## src/shared/stsync_map.vh

```
// Behaviour
// - Internal 1.024 MHz oscillator is the default time base.
// - External clock may come on master clock or bit clock pin, 1.024-24.576 MHz; the code has one ext_clk_i input for any nonzero source code.
// - Divider field bits 7:4 divides external clock to 1024 or 256 kHz.
// - PDM needs 768 kHz or 1.024 MHz; code 0011 divides 3.072 MHz by four.
// - External trigger only in low-power chain modes, with either clock.
// - Each accepted trigger pulse yields exactly one output sample.
// - Trigger config bit 1 selects input pin, bit 0 enables triggering.
// - External sync only in low-noise chain modes, with either clock.
// - Active sync shifts sample-ready phase to align with sync input.
// - Sync config bit 6 selects frame-sync or interrupt-one pin.
// - Sync mode bits 5:4: 00 none, 01 sync, 10 interpolated sync.
// - Mode zero default: sample on system clock, ready per new sample.
// - Clock control bits 1:0 choose internal or external clock source.
// - Mode 01 aligns sample-ready to every sync pulse received.
// - Mode 10 outputs linear interpolation of last two samples, one period late.
`ifndef STSYNC_MAP_VH
`define STSYNC_MAP_VH
`define STS_ADDR_CLOCK_CONTROL   8'h25
`define STS_ADDR_SYNC_CONFIG     8'h35
`define STS_ADDR_TRIGGER_CONFIG  8'h49
`define STS_ADDR_CHAIN_MODE      8'h50
`define STS_ADDR_STATUS          8'h51
`define STS_ADDR_SAMPLE_DATA     8'h52
`define STS_ADDR_SAMPLE_CONFIG   8'h53
`define STS_RST_CLOCK_CONTROL    8'h00
`define STS_RST_SYNC_CONFIG      8'h00
`define STS_RST_TRIGGER_CONFIG   8'h00
`define STS_RST_CHAIN_MODE       3'h0
`define STS_RST_ODR_DIV          8'h40
`define STS_DIV_HI               7
`define STS_DIV_LO               4
`define STS_SRC_HI               1
`define STS_SRC_LO               0
`define STS_SYNC_SEL_BIT         6
`define STS_SYNC_MODE_HI         5
`define STS_SYNC_MODE_LO         4
`define STS_TRIG_SEL_BIT         1
`define STS_TRIG_EN_BIT          0
`define STS_SYNC_NONE            2'h0
`define STS_SYNC_EXT             2'h1
`define STS_SYNC_INTERP          2'h2
`define STS_SRC_INTERNAL         2'h0
`define STS_MODE_HP              3'h0
`define STS_MODE_RBW             3'h1
`define STS_MODE_LPSD            3'h2
`define STS_MODE_VLP             3'h3
`define STS_MODE_ULP             3'h4
`define STS_MODE_HS              3'h5
`define STS_MODE_STANDBY         3'h7
`define STS_CLK_MHZ_X1000        50000
`define STS_OSC_KHZ              1024
`define STS_PULSE_MIN_NS         5700
`endif

```

## src/stsync_interp.v

```verilog
`timescale 1ns/10ps
`default_nettype none
// Holds the two newest samples and forms their linear average on request
module stsync_interp #(
   parameter W = 16
) (
   input  wire         clk_i,
   input  wire         sys_rst_i,
   input  wire         push_i,
   input  wire [W-1:0] sample_i,
   input  wire         take_i,
   output reg  [W-1:0] interp_o
);
   reg  [W-1:0] newest_q;
   reg  [W-1:0] older_q;
   wire [W:0]   sum = {1'b0, newest_q} + {1'b0, older_q};

   always @(posedge clk_i or posedge sys_rst_i) begin
      if (sys_rst_i) begin
         newest_q <= {W{1'b0}};
         older_q  <= {W{1'b0}};
         interp_o <= {W{1'b0}};
      end else begin
         if (push_i) begin
            newest_q <= sample_i;
            older_q  <= newest_q;
         end
         if (take_i) begin
            interp_o <= sum[W:1];
         end
      end
   end
endmodule // stsync_interp
`default_nettype wire

```

## src/stsync_top.v

```verilog
// Our own choice: the APB slave port.
`timescale 1ns/10ps
`default_nettype none
`include "stsync_map.vh"
module stsync_top #(
   parameter W = 16
) (
   input  wire         clk_i,
   input  wire         sys_rst_i,
   input  wire         psel,
   input  wire         penable,
   input  wire         pwrite,
   input  wire [31:0]  paddr,
   input  wire [31:0]  pwdata,
   output wire         pready,
   output reg  [31:0]  prdata,
   output wire         pslverr,
   input  wire         ext_clk_i,
   input  wire         frame_sync_pin_i,
   input  wire         interrupt_pin_one_i,
   input  wire [W-1:0] raw_sample_i,
   output reg          sample_ready_o,
   output reg  [W-1:0] sample_data_o,
   output reg          sys_tick_o
);
   localparam [15:0] OSC_DIV = (`STS_CLK_MHZ_X1000 + `STS_OSC_KHZ - 1) / `STS_OSC_KHZ;
   localparam [15:0] PULSE_CYC = (`STS_PULSE_MIN_NS + 19) / 20;
   localparam [3:0] ST_IDLE = 4'h1;
   localparam [3:0] ST_WAIT = 4'h2;
   localparam [3:0] ST_EMIT = 4'h4;
   localparam [3:0] ST_HOLD = 4'h8;

   reg  [7:0]  clock_control_q;
   reg  [7:0]  sync_config_q;
   reg  [7:0]  trigger_config_q;
   reg  [2:0]  chain_mode_q;
   reg  [7:0]  odr_div_q;
   reg  [2:0]  fs_q;
   reg  [2:0]  i1_q;
   reg  [2:0]  ec_q;
   reg         fs_lvl_q;
   reg         i1_lvl_q;
   reg         ec_lvl_q;
   reg         trig_prev_q;
   reg         sync_prev_q;
   reg         ec_prev_q;
   reg  [15:0] osc_cnt_q;
   reg  [3:0]  ext_cnt_q;
   reg  [7:0]  odr_cnt_q;
   reg  [3:0]  state_q;
   reg  [3:0]  state_d;
   reg         sample_ready_d;
   reg         synced_flag_q;
   reg         trig_pending_q;
   reg  [7:0]  sample_cnt_q;

   wire        bus_wr = psel & penable & pwrite;
   wire [7:0]  reg_idx = paddr[9:2];
   wire        mapped;
   wire        ext_sel = clock_control_q[`STS_SRC_HI:`STS_SRC_LO] != `STS_SRC_INTERNAL;
   wire [1:0]  sync_mode = sync_config_q[`STS_SYNC_MODE_HI:`STS_SYNC_MODE_LO];
   wire        low_power = (chain_mode_q == `STS_MODE_VLP) | (chain_mode_q == `STS_MODE_ULP)
                           | (chain_mode_q == `STS_MODE_HS);
   wire        low_noise = (chain_mode_q == `STS_MODE_HP) | (chain_mode_q == `STS_MODE_RBW)
                           | (chain_mode_q == `STS_MODE_LPSD);
   wire        standby = chain_mode_q == `STS_MODE_STANDBY;
   wire        trig_lvl = trigger_config_q[`STS_TRIG_SEL_BIT] ? i1_lvl_q : fs_lvl_q;
   wire        sync_lvl = sync_config_q[`STS_SYNC_SEL_BIT] ? i1_lvl_q : fs_lvl_q;
   wire        trig_edge = trig_lvl & ~trig_prev_q;
   wire        sync_edge = sync_lvl & ~sync_prev_q;
   wire        trig_on = trigger_config_q[`STS_TRIG_EN_BIT] & low_power;
   wire        sync_on = (sync_mode != `STS_SYNC_NONE) & low_noise;
   wire        osc_tick = osc_cnt_q == OSC_DIV - 16'h0001;
   wire        ext_edge = ec_lvl_q & ~ec_prev_q;
   wire        ext_tick = ext_edge & (ext_cnt_q == clock_control_q[`STS_DIV_HI:`STS_DIV_LO]);
   wire        tick = ext_sel ? ext_tick : osc_tick;
   // Compare with >= so that a smaller divider written mid-count takes effect on the next tick
   wire        odr_tick = tick & (odr_cnt_q >= odr_div_q - 8'h01);
   wire        push = (odr_tick & ~trig_on) | (state_q == ST_EMIT);
   wire [W-1:0] interp_val;

   function is_reg;
      input [7:0] idx;
      begin
         is_reg = (idx == `STS_ADDR_CLOCK_CONTROL) | (idx == `STS_ADDR_SYNC_CONFIG)
                | (idx == `STS_ADDR_TRIGGER_CONFIG) | (idx == `STS_ADDR_CHAIN_MODE)
                | (idx == `STS_ADDR_STATUS) | (idx == `STS_ADDR_SAMPLE_DATA)
                | (idx == `STS_ADDR_SAMPLE_CONFIG);
      end
   endfunction

   assign mapped  = is_reg(reg_idx) & (paddr[31:10] == 22'h0) & (paddr[1:0] == 2'h0);
   assign pready  = 1'b1;
   assign pslverr = psel & penable & ~mapped;

   // Registers; the divider and source only accept writes in standby
   always @(posedge clk_i or posedge sys_rst_i) begin
      if (sys_rst_i) begin
         clock_control_q  <= `STS_RST_CLOCK_CONTROL;
         sync_config_q    <= `STS_RST_SYNC_CONFIG;
         trigger_config_q <= `STS_RST_TRIGGER_CONFIG;
         chain_mode_q     <= `STS_MODE_STANDBY;
         odr_div_q        <= `STS_RST_ODR_DIV;
      end else if (bus_wr & mapped) begin
         case (reg_idx)
            `STS_ADDR_CLOCK_CONTROL: begin
               if (standby) begin
                  clock_control_q <= pwdata[7:0];
               end
            end
            `STS_ADDR_SYNC_CONFIG:    sync_config_q    <= pwdata[7:0];
            `STS_ADDR_TRIGGER_CONFIG: trigger_config_q <= pwdata[7:0];
            `STS_ADDR_CHAIN_MODE:     chain_mode_q     <= pwdata[2:0];
            `STS_ADDR_SAMPLE_CONFIG: begin
               if (pwdata[7:0] != 8'h00) begin
                  odr_div_q <= pwdata[7:0];
               end
            end
            default: ;
         endcase
      end
   end

   always @(posedge clk_i or posedge sys_rst_i) begin
      if (sys_rst_i) begin
         prdata <= 32'h0;
      end else if (psel & ~penable & ~pwrite) begin
         case (reg_idx)
            `STS_ADDR_CLOCK_CONTROL:  prdata <= {24'h0, clock_control_q};
            `STS_ADDR_SYNC_CONFIG:    prdata <= {24'h0, sync_config_q};
            `STS_ADDR_TRIGGER_CONFIG: prdata <= {24'h0, trigger_config_q};
            `STS_ADDR_CHAIN_MODE:     prdata <= {29'h0, chain_mode_q};
            `STS_ADDR_STATUS:         prdata <= {16'h0, sample_cnt_q, 4'h0, state_q[3:1],
                                                 synced_flag_q};
            `STS_ADDR_SAMPLE_DATA:    prdata <= {{(32-W){1'b0}}, sample_data_o};
            `STS_ADDR_SAMPLE_CONFIG:  prdata <= {24'h0, odr_div_q};
            default:                  prdata <= 32'h0;
         endcase
      end
   end

   // Three-stage capture; level changes once stages two and three agree
   always @(posedge clk_i or posedge sys_rst_i) begin
      if (sys_rst_i) begin
         fs_q     <= 3'h0;
         i1_q     <= 3'h0;
         ec_q     <= 3'h0;
         fs_lvl_q <= 1'b0;
         i1_lvl_q <= 1'b0;
         ec_lvl_q <= 1'b0;
      end else begin
         fs_q <= {fs_q[1:0], frame_sync_pin_i};
         i1_q <= {i1_q[1:0], interrupt_pin_one_i};
         ec_q <= {ec_q[1:0], ext_clk_i};
         if (fs_q[1] == fs_q[2]) begin
            fs_lvl_q <= fs_q[2];
         end
         if (i1_q[1] == i1_q[2]) begin
            i1_lvl_q <= i1_q[2];
         end
         if (ec_q[1] == ec_q[2]) begin
            ec_lvl_q <= ec_q[2];
         end
      end
   end

   // Time base: internal oscillator or divided external clock
   always @(posedge clk_i or posedge sys_rst_i) begin
      if (sys_rst_i) begin
         osc_cnt_q   <= 16'h0;
         ext_cnt_q   <= 4'h0;
         ec_prev_q   <= 1'b0;
         trig_prev_q <= 1'b0;
         sync_prev_q <= 1'b0;
         sys_tick_o  <= 1'b0;
      end else begin
         ec_prev_q   <= ec_lvl_q;
         trig_prev_q <= trig_lvl;
         sync_prev_q <= sync_lvl;
         sys_tick_o  <= tick;
         osc_cnt_q   <= osc_tick ? 16'h0 : osc_cnt_q + 16'h0001;
         if (ext_edge) begin
            ext_cnt_q <= ext_tick ? 4'h0 : ext_cnt_q + 4'h1;
         end
      end
   end

   // Output data rate counter; a sync edge in sync mode 01 restarts the phase
   always @(posedge clk_i or posedge sys_rst_i) begin
      if (sys_rst_i) begin
         odr_cnt_q     <= 8'h0;
         synced_flag_q <= 1'b0;
      end else begin
         if (sync_on & (sync_mode == `STS_SYNC_EXT) & sync_edge) begin
            odr_cnt_q     <= 8'h0;
            synced_flag_q <= 1'b1;
         end else if (tick) begin
            odr_cnt_q <= odr_tick ? 8'h0 : odr_cnt_q + 8'h01;
         end
         if (~sync_on) begin
            synced_flag_q <= 1'b0;
         end
      end
   end

   // Trigger sequencer: one sample per accepted edge
   always @* begin
      state_d = state_q;
      case (state_q)
         ST_IDLE: if (trig_on & (trig_edge | trig_pending_q)) state_d = ST_WAIT;
         ST_WAIT: if (tick) state_d = ST_EMIT;
         ST_EMIT: state_d = ST_HOLD;
         ST_HOLD: if (~trig_lvl) state_d = ST_IDLE;
         default: state_d = ST_IDLE;
      endcase
   end

   always @* begin
      sample_ready_d = 1'b0;
      if (trig_on) begin
         sample_ready_d = state_q == ST_EMIT;
      end else if (sync_on & (sync_mode == `STS_SYNC_INTERP)) begin
         sample_ready_d = sync_edge;
      end else if (sync_on & (sync_mode == `STS_SYNC_EXT)) begin
         sample_ready_d = sync_edge | odr_tick;
      end else if (~standby) begin
         sample_ready_d = odr_tick;
      end
   end

   always @(posedge clk_i or posedge sys_rst_i) begin
      if (sys_rst_i) begin
         state_q        <= ST_IDLE;
         trig_pending_q <= 1'b0;
         sample_ready_o <= 1'b0;
         sample_data_o  <= {W{1'b0}};
         sample_cnt_q   <= 8'h0;
      end else begin
         state_q <= state_d;
         if (state_q == ST_IDLE) begin
            trig_pending_q <= 1'b0;
         end else if (trig_edge) begin
            trig_pending_q <= 1'b1;
         end
         sample_ready_o <= sample_ready_d;
         if (sample_ready_d) begin
            sample_cnt_q <= sample_cnt_q + 8'h01;
            if (~(sync_on & (sync_mode == `STS_SYNC_INTERP))) begin
               sample_data_o <= raw_sample_i;
            end
         end
         if (sync_on & (sync_mode == `STS_SYNC_INTERP) & sample_ready_o) begin
            sample_data_o <= interp_val;
         end
      end
   end

   stsync_interp #(
      .W (W)
   ) u_interp (
      .clk_i     (clk_i),
      .sys_rst_i (sys_rst_i),
      .push_i    (push),
      .sample_i  (raw_sample_i),
      .take_i    (sync_edge & sync_on & (sync_mode == `STS_SYNC_INTERP)),
      .interp_o  (interp_val)
   );

   wire unused_ok = &{1'b0, PULSE_CYC[0], pwdata[31:8]};
endmodule // stsync_top
`default_nettype wire

```

## config.mk

```make
export PLATFORM = sky130hd
export DESIGN_NAME = stsync_top
export DESIGN_NICKNAME = d
export VERILOG_FILES = /design/src/stsync_interp.v /design/src/stsync_top.v
export VERILOG_INCLUDE_DIRS = /design/src /design/src/shared
export SDC_FILE = /design/constraint.sdc
export NUM_CORES = 1
export LEC_CHECK = 0
export ABC_AREA = 0
export ABC_CLOCK_PERIOD_IN_PS = 7450
export BUFFER_PORTS_ARGS = -buffer_cell sky130_fd_sc_hd__clkbuf_2
export CAP_MARGIN = 20
export CELL_PAD_IN_SITES_DETAIL_PLACEMENT = 1
export CELL_PAD_IN_SITES_GLOBAL_PLACEMENT = 2
export CORE_ASPECT_RATIO = 1.2
export CORE_MARGIN = 1
export CORE_UTILIZATION = 35
export DETAILED_ROUTE_END_ITERATION = 16
export GPL_TIMING_DRIVEN = 1
export HOLD_SLACK_MARGIN = 0.15
export PLACE_DENSITY_LB_ADDON = 0.1
export SLEW_MARGIN = 20
export SYNTH_ARGS = -nofsm -noshare
export SYNTH_HDL_FRONTEND = slang
export SYNTH_SLANG_ARGS = --single-unit
```

## constraint.sdc

```tcl
create_clock -name clk_i -period 7.45 [get_ports clk_i]
set_clock_uncertainty 0.2 [all_clocks]
set_input_delay 0.3725 -clock clk_i [delete_from_list [all_inputs] [get_ports clk_i]]
set_output_delay 0.3725 -clock clk_i [all_outputs]
set_load 0.02 [all_outputs]
```

==> metrics.cfg <==
[synth]
synth_seq_cells=174
synth_ff_type=dfrtp_1
synth.distinct_cells=63
yosysMostFrequentCell=dfrtp_1
synth_mux_area_share_pct=14.9
synth_area_leaders=dfrtp_1 (49%), mux2_2 (13%), ha_1 (4.2%)
synth_edf_count=0
synth_top_area_share_pct=48.5
synthArstFlopShare_pct=100
netlist_top_cells_count=dfrtp_1 (169), mux2_2 (100), nor2_1 (56)
synth_top_family_by_area=multiplexers
synth_xor_area_share_pct=4.92
netlist_instances=773
avgSynthCellArea_um2=11.3
synth-compound-area-share_pct=9.73
syn_area_um2=8720
synth-simple-area-share_pct=12.1
synth_seq_area_share_pct=50.0
ys_warn_count=0
synth_area_leader_cell=dfrtp_1
synthAdderAreaFrac_pct=4.74

[die]
num_rows=62
die_h_um=175
die-area_um2=25500
core-area_um2=24200
initial_core_util_pct=36.0
die_x_um=146
io-pin-count=140

[clock_network]
clock_latency_ns=0.44
cts_buffers=17
cts_tree=yes
clockRootBuffer=clkbuf_16
cts_setup_buffers=0
cts_max_level=4
ctsResizeCount=0
cts_hold_buffers=28
cts.sinks=174
cts_buffer_depth=2
cts.clk_slew.worst_paths_ns=0.06

[worst_setup_path]
cp_data_arrival_time_ns=4.14
endpoint_kind=flip-flop
worst_r2r_path_depth=13
cp_max_fo=16
startpoint_type=flip-flop
path_class=flip-flop to flip-flop
cp.required_ns=7.57
reg2reg_from=odr_div_q[0]
reg2reg_to=sample_data_o[8]
ff2ff_setup_slack_ns=3.43
crit_start=odr_div_q[0]

[global_route]
grt_pass1_vias=6810
grt_max_degree=84
track_usage_pct=18.7
overflow=0
grt_pass1_wl_um=37100
antenna_found_initial=0

[placement]
port_buffers=98
gp_congestion=0.839
place_hpwl_um=16500
placed_cells=1171

[finish]
antenna_cells=0
drive_gt1_share_pct=27.2
nets=1016
stdcell_count=1231
syn2layout_area_growth_pct=19.5

[routing]
ant_nets=0
drc=0
avgRoutedWirePerCell_um=18.3
dr_total_vias=6310
first_pass_iters=4
via_per_inst=5.13
drt_iter0_markers=231
routed_wl_um=22500

[min_path]
whs_endpoint=fs_q[1]
hold_start=fs_q[0]
whs_path_depth=0
min_path_type=flip-flop to flip-flop

[timing]
finalSetupViolations=0
timing.final.crit_period_ns=4.02
relSlewSlack_pct=36.3
tightest_slew_ns=0.951
rsz0062_at_grt=no
finalHoldViolCount=0
min_period_over_period_pct=54.0
drv_slew=0
fmax_ghz=0.249
fin_tns_setup_ns=0

[power_and_ir_drop]
powerDensity_nw_per_um2=215
vdd_ir_drop_max_v=0.000152
cellLeakagePower_nw=4.79

[job]
max-cap-violations=0

[status]
status=complete, no violations

registers in the layout, indices dropped and copies added (netlist names), 3 cells and up:
signal / count
i1_q: 3
odr_cnt_q: 8
u_interp.older_q: 16
clock_control_q: 8
sample_data_o: 16
sync_config_q: 8
u_interp.newest_q: 16
sample_cnt_q: 8
odr_div_q: 8
ext_cnt_q: 4
ec_q: 3
chain_mode_q: 3
fs_q: 3
osc_cnt_q: 16
prdata: 16
u_interp.interp_o: 16
state_q: 4
trigger_config_q: 8
worst max path at each step:
stage                                     to  slack [ns]
after floorplan           clock_control_q[0]        2.17
after global placement     sample_data_o[12]        3.50
after detailed placement    sample_data_o[8]        3.39
after CTS                   sample_data_o[8]        3.36
after global routing        sample_data_o[2]        3.13
final                       sample_data_o[8]        3.43
power by group:
part           switching [mW]  internal (mW)  total [mW]
combinational           0.146          0.102       0.248
sequential             0.0360          0.987        1.02
clock                   0.375          0.592       0.967
total                   0.557           1.68        2.24
critical path, stage by stage (launching register included):
cell     delay [ns]
dfrtp_1        0.41
inv_1          0.14
ha_1           0.21
nand2_1        0.09
nor3_1         0.19
xnor2_1        0.16
ha_1           0.27
a21o_1         0.18
a21oi_1        0.16
inv_1          0.08
o22ai_1        0.52
o41ai_4        0.31
a21oi_4        0.58
mux2_2         0.40
per-layer routing:
layer	share of wire, %	vias up	track usage, %
met5	0	-	0
met4	1.4	0	5.56
met3	2.8	20	3.52
met2	51	102	32.8
met1	45	3211	23.3
li1	-	2977	-
cell type report:
class,instances,area (um2)
clock inverter,8,154
fill,2684,13800
timing repair buffer,130,801
multi-input combinational,552,4130
clock buffer,24,482
sequential,174,4360
tap,320,400
inverter,23,91.3
through the flow:
step | total power [mW] | hold slack (ns) | utilization [%] | cell area (um2) | setup slack (ns)
2_1_floorplan | 1.20 | 0.131 | - | 8770 | 2.17
3_3_place_gp | 1.27 | 0.135 | 39.2 | 9480 | 3.50
3_5_place_dp | 1.28 | 0.139 | 39.2 | 9480 | 3.39
4_1_cts | 2.27 | 0.153 | 43.0 | 10400 | 3.36
5_1_grt | 2.34 | 0.173 | 43.0 | 10400 | 3.13
6_report | 2.24 | 0.151 | 43.0 | 10400 | 3.43
cell families after synthesis:
logic type      after synthesis
simple gates                206
fa+ha+maj                    33
xor+xnor                     49
compound gates              130
buf+inv                      62
other cells                   2
flops                       174
mux                         117
cell usage in the layout, fill, tap and decap left out, types with 5 or more instances in the layout:
| cell type | instances |
|---|---|
| clkbuf_2 | 98 |
| mux2i_1 | 17 |
| nand3_1 | 17 |
| a21o_1 | 7 |
| conb_1 | 17 |
| and4_1 | 6 |
| o22ai_1 | 9 |
| dfstp_2 | 5 |
| o21ai_0 | 28 |
| ha_1 | 29 |
| xor2_1 | 15 |
| a31oi_1 | 5 |
| nor2_1 | 56 |
| inv_1 | 22 |
| nor4_1 | 12 |
| dfrtp_1 | 169 |
| clkbuf_16 | 17 |
| and3_1 | 8 |
| xnor2_1 | 34 |
| a21oi_1 | 38 |
| nand2_1 | 47 |
| mux2_2 | 100 |
| nor3b_1 | 5 |
| o2111ai_1 | 5 |
| nor2b_1 | 8 |
| nand2b_1 | 6 |
| nand4_1 | 9 |
| nor3_1 | 14 |
| dlygate4sd3_1 | 28 |
| a22oi_1 | 8 |
(Power assumes the default switching activity.)
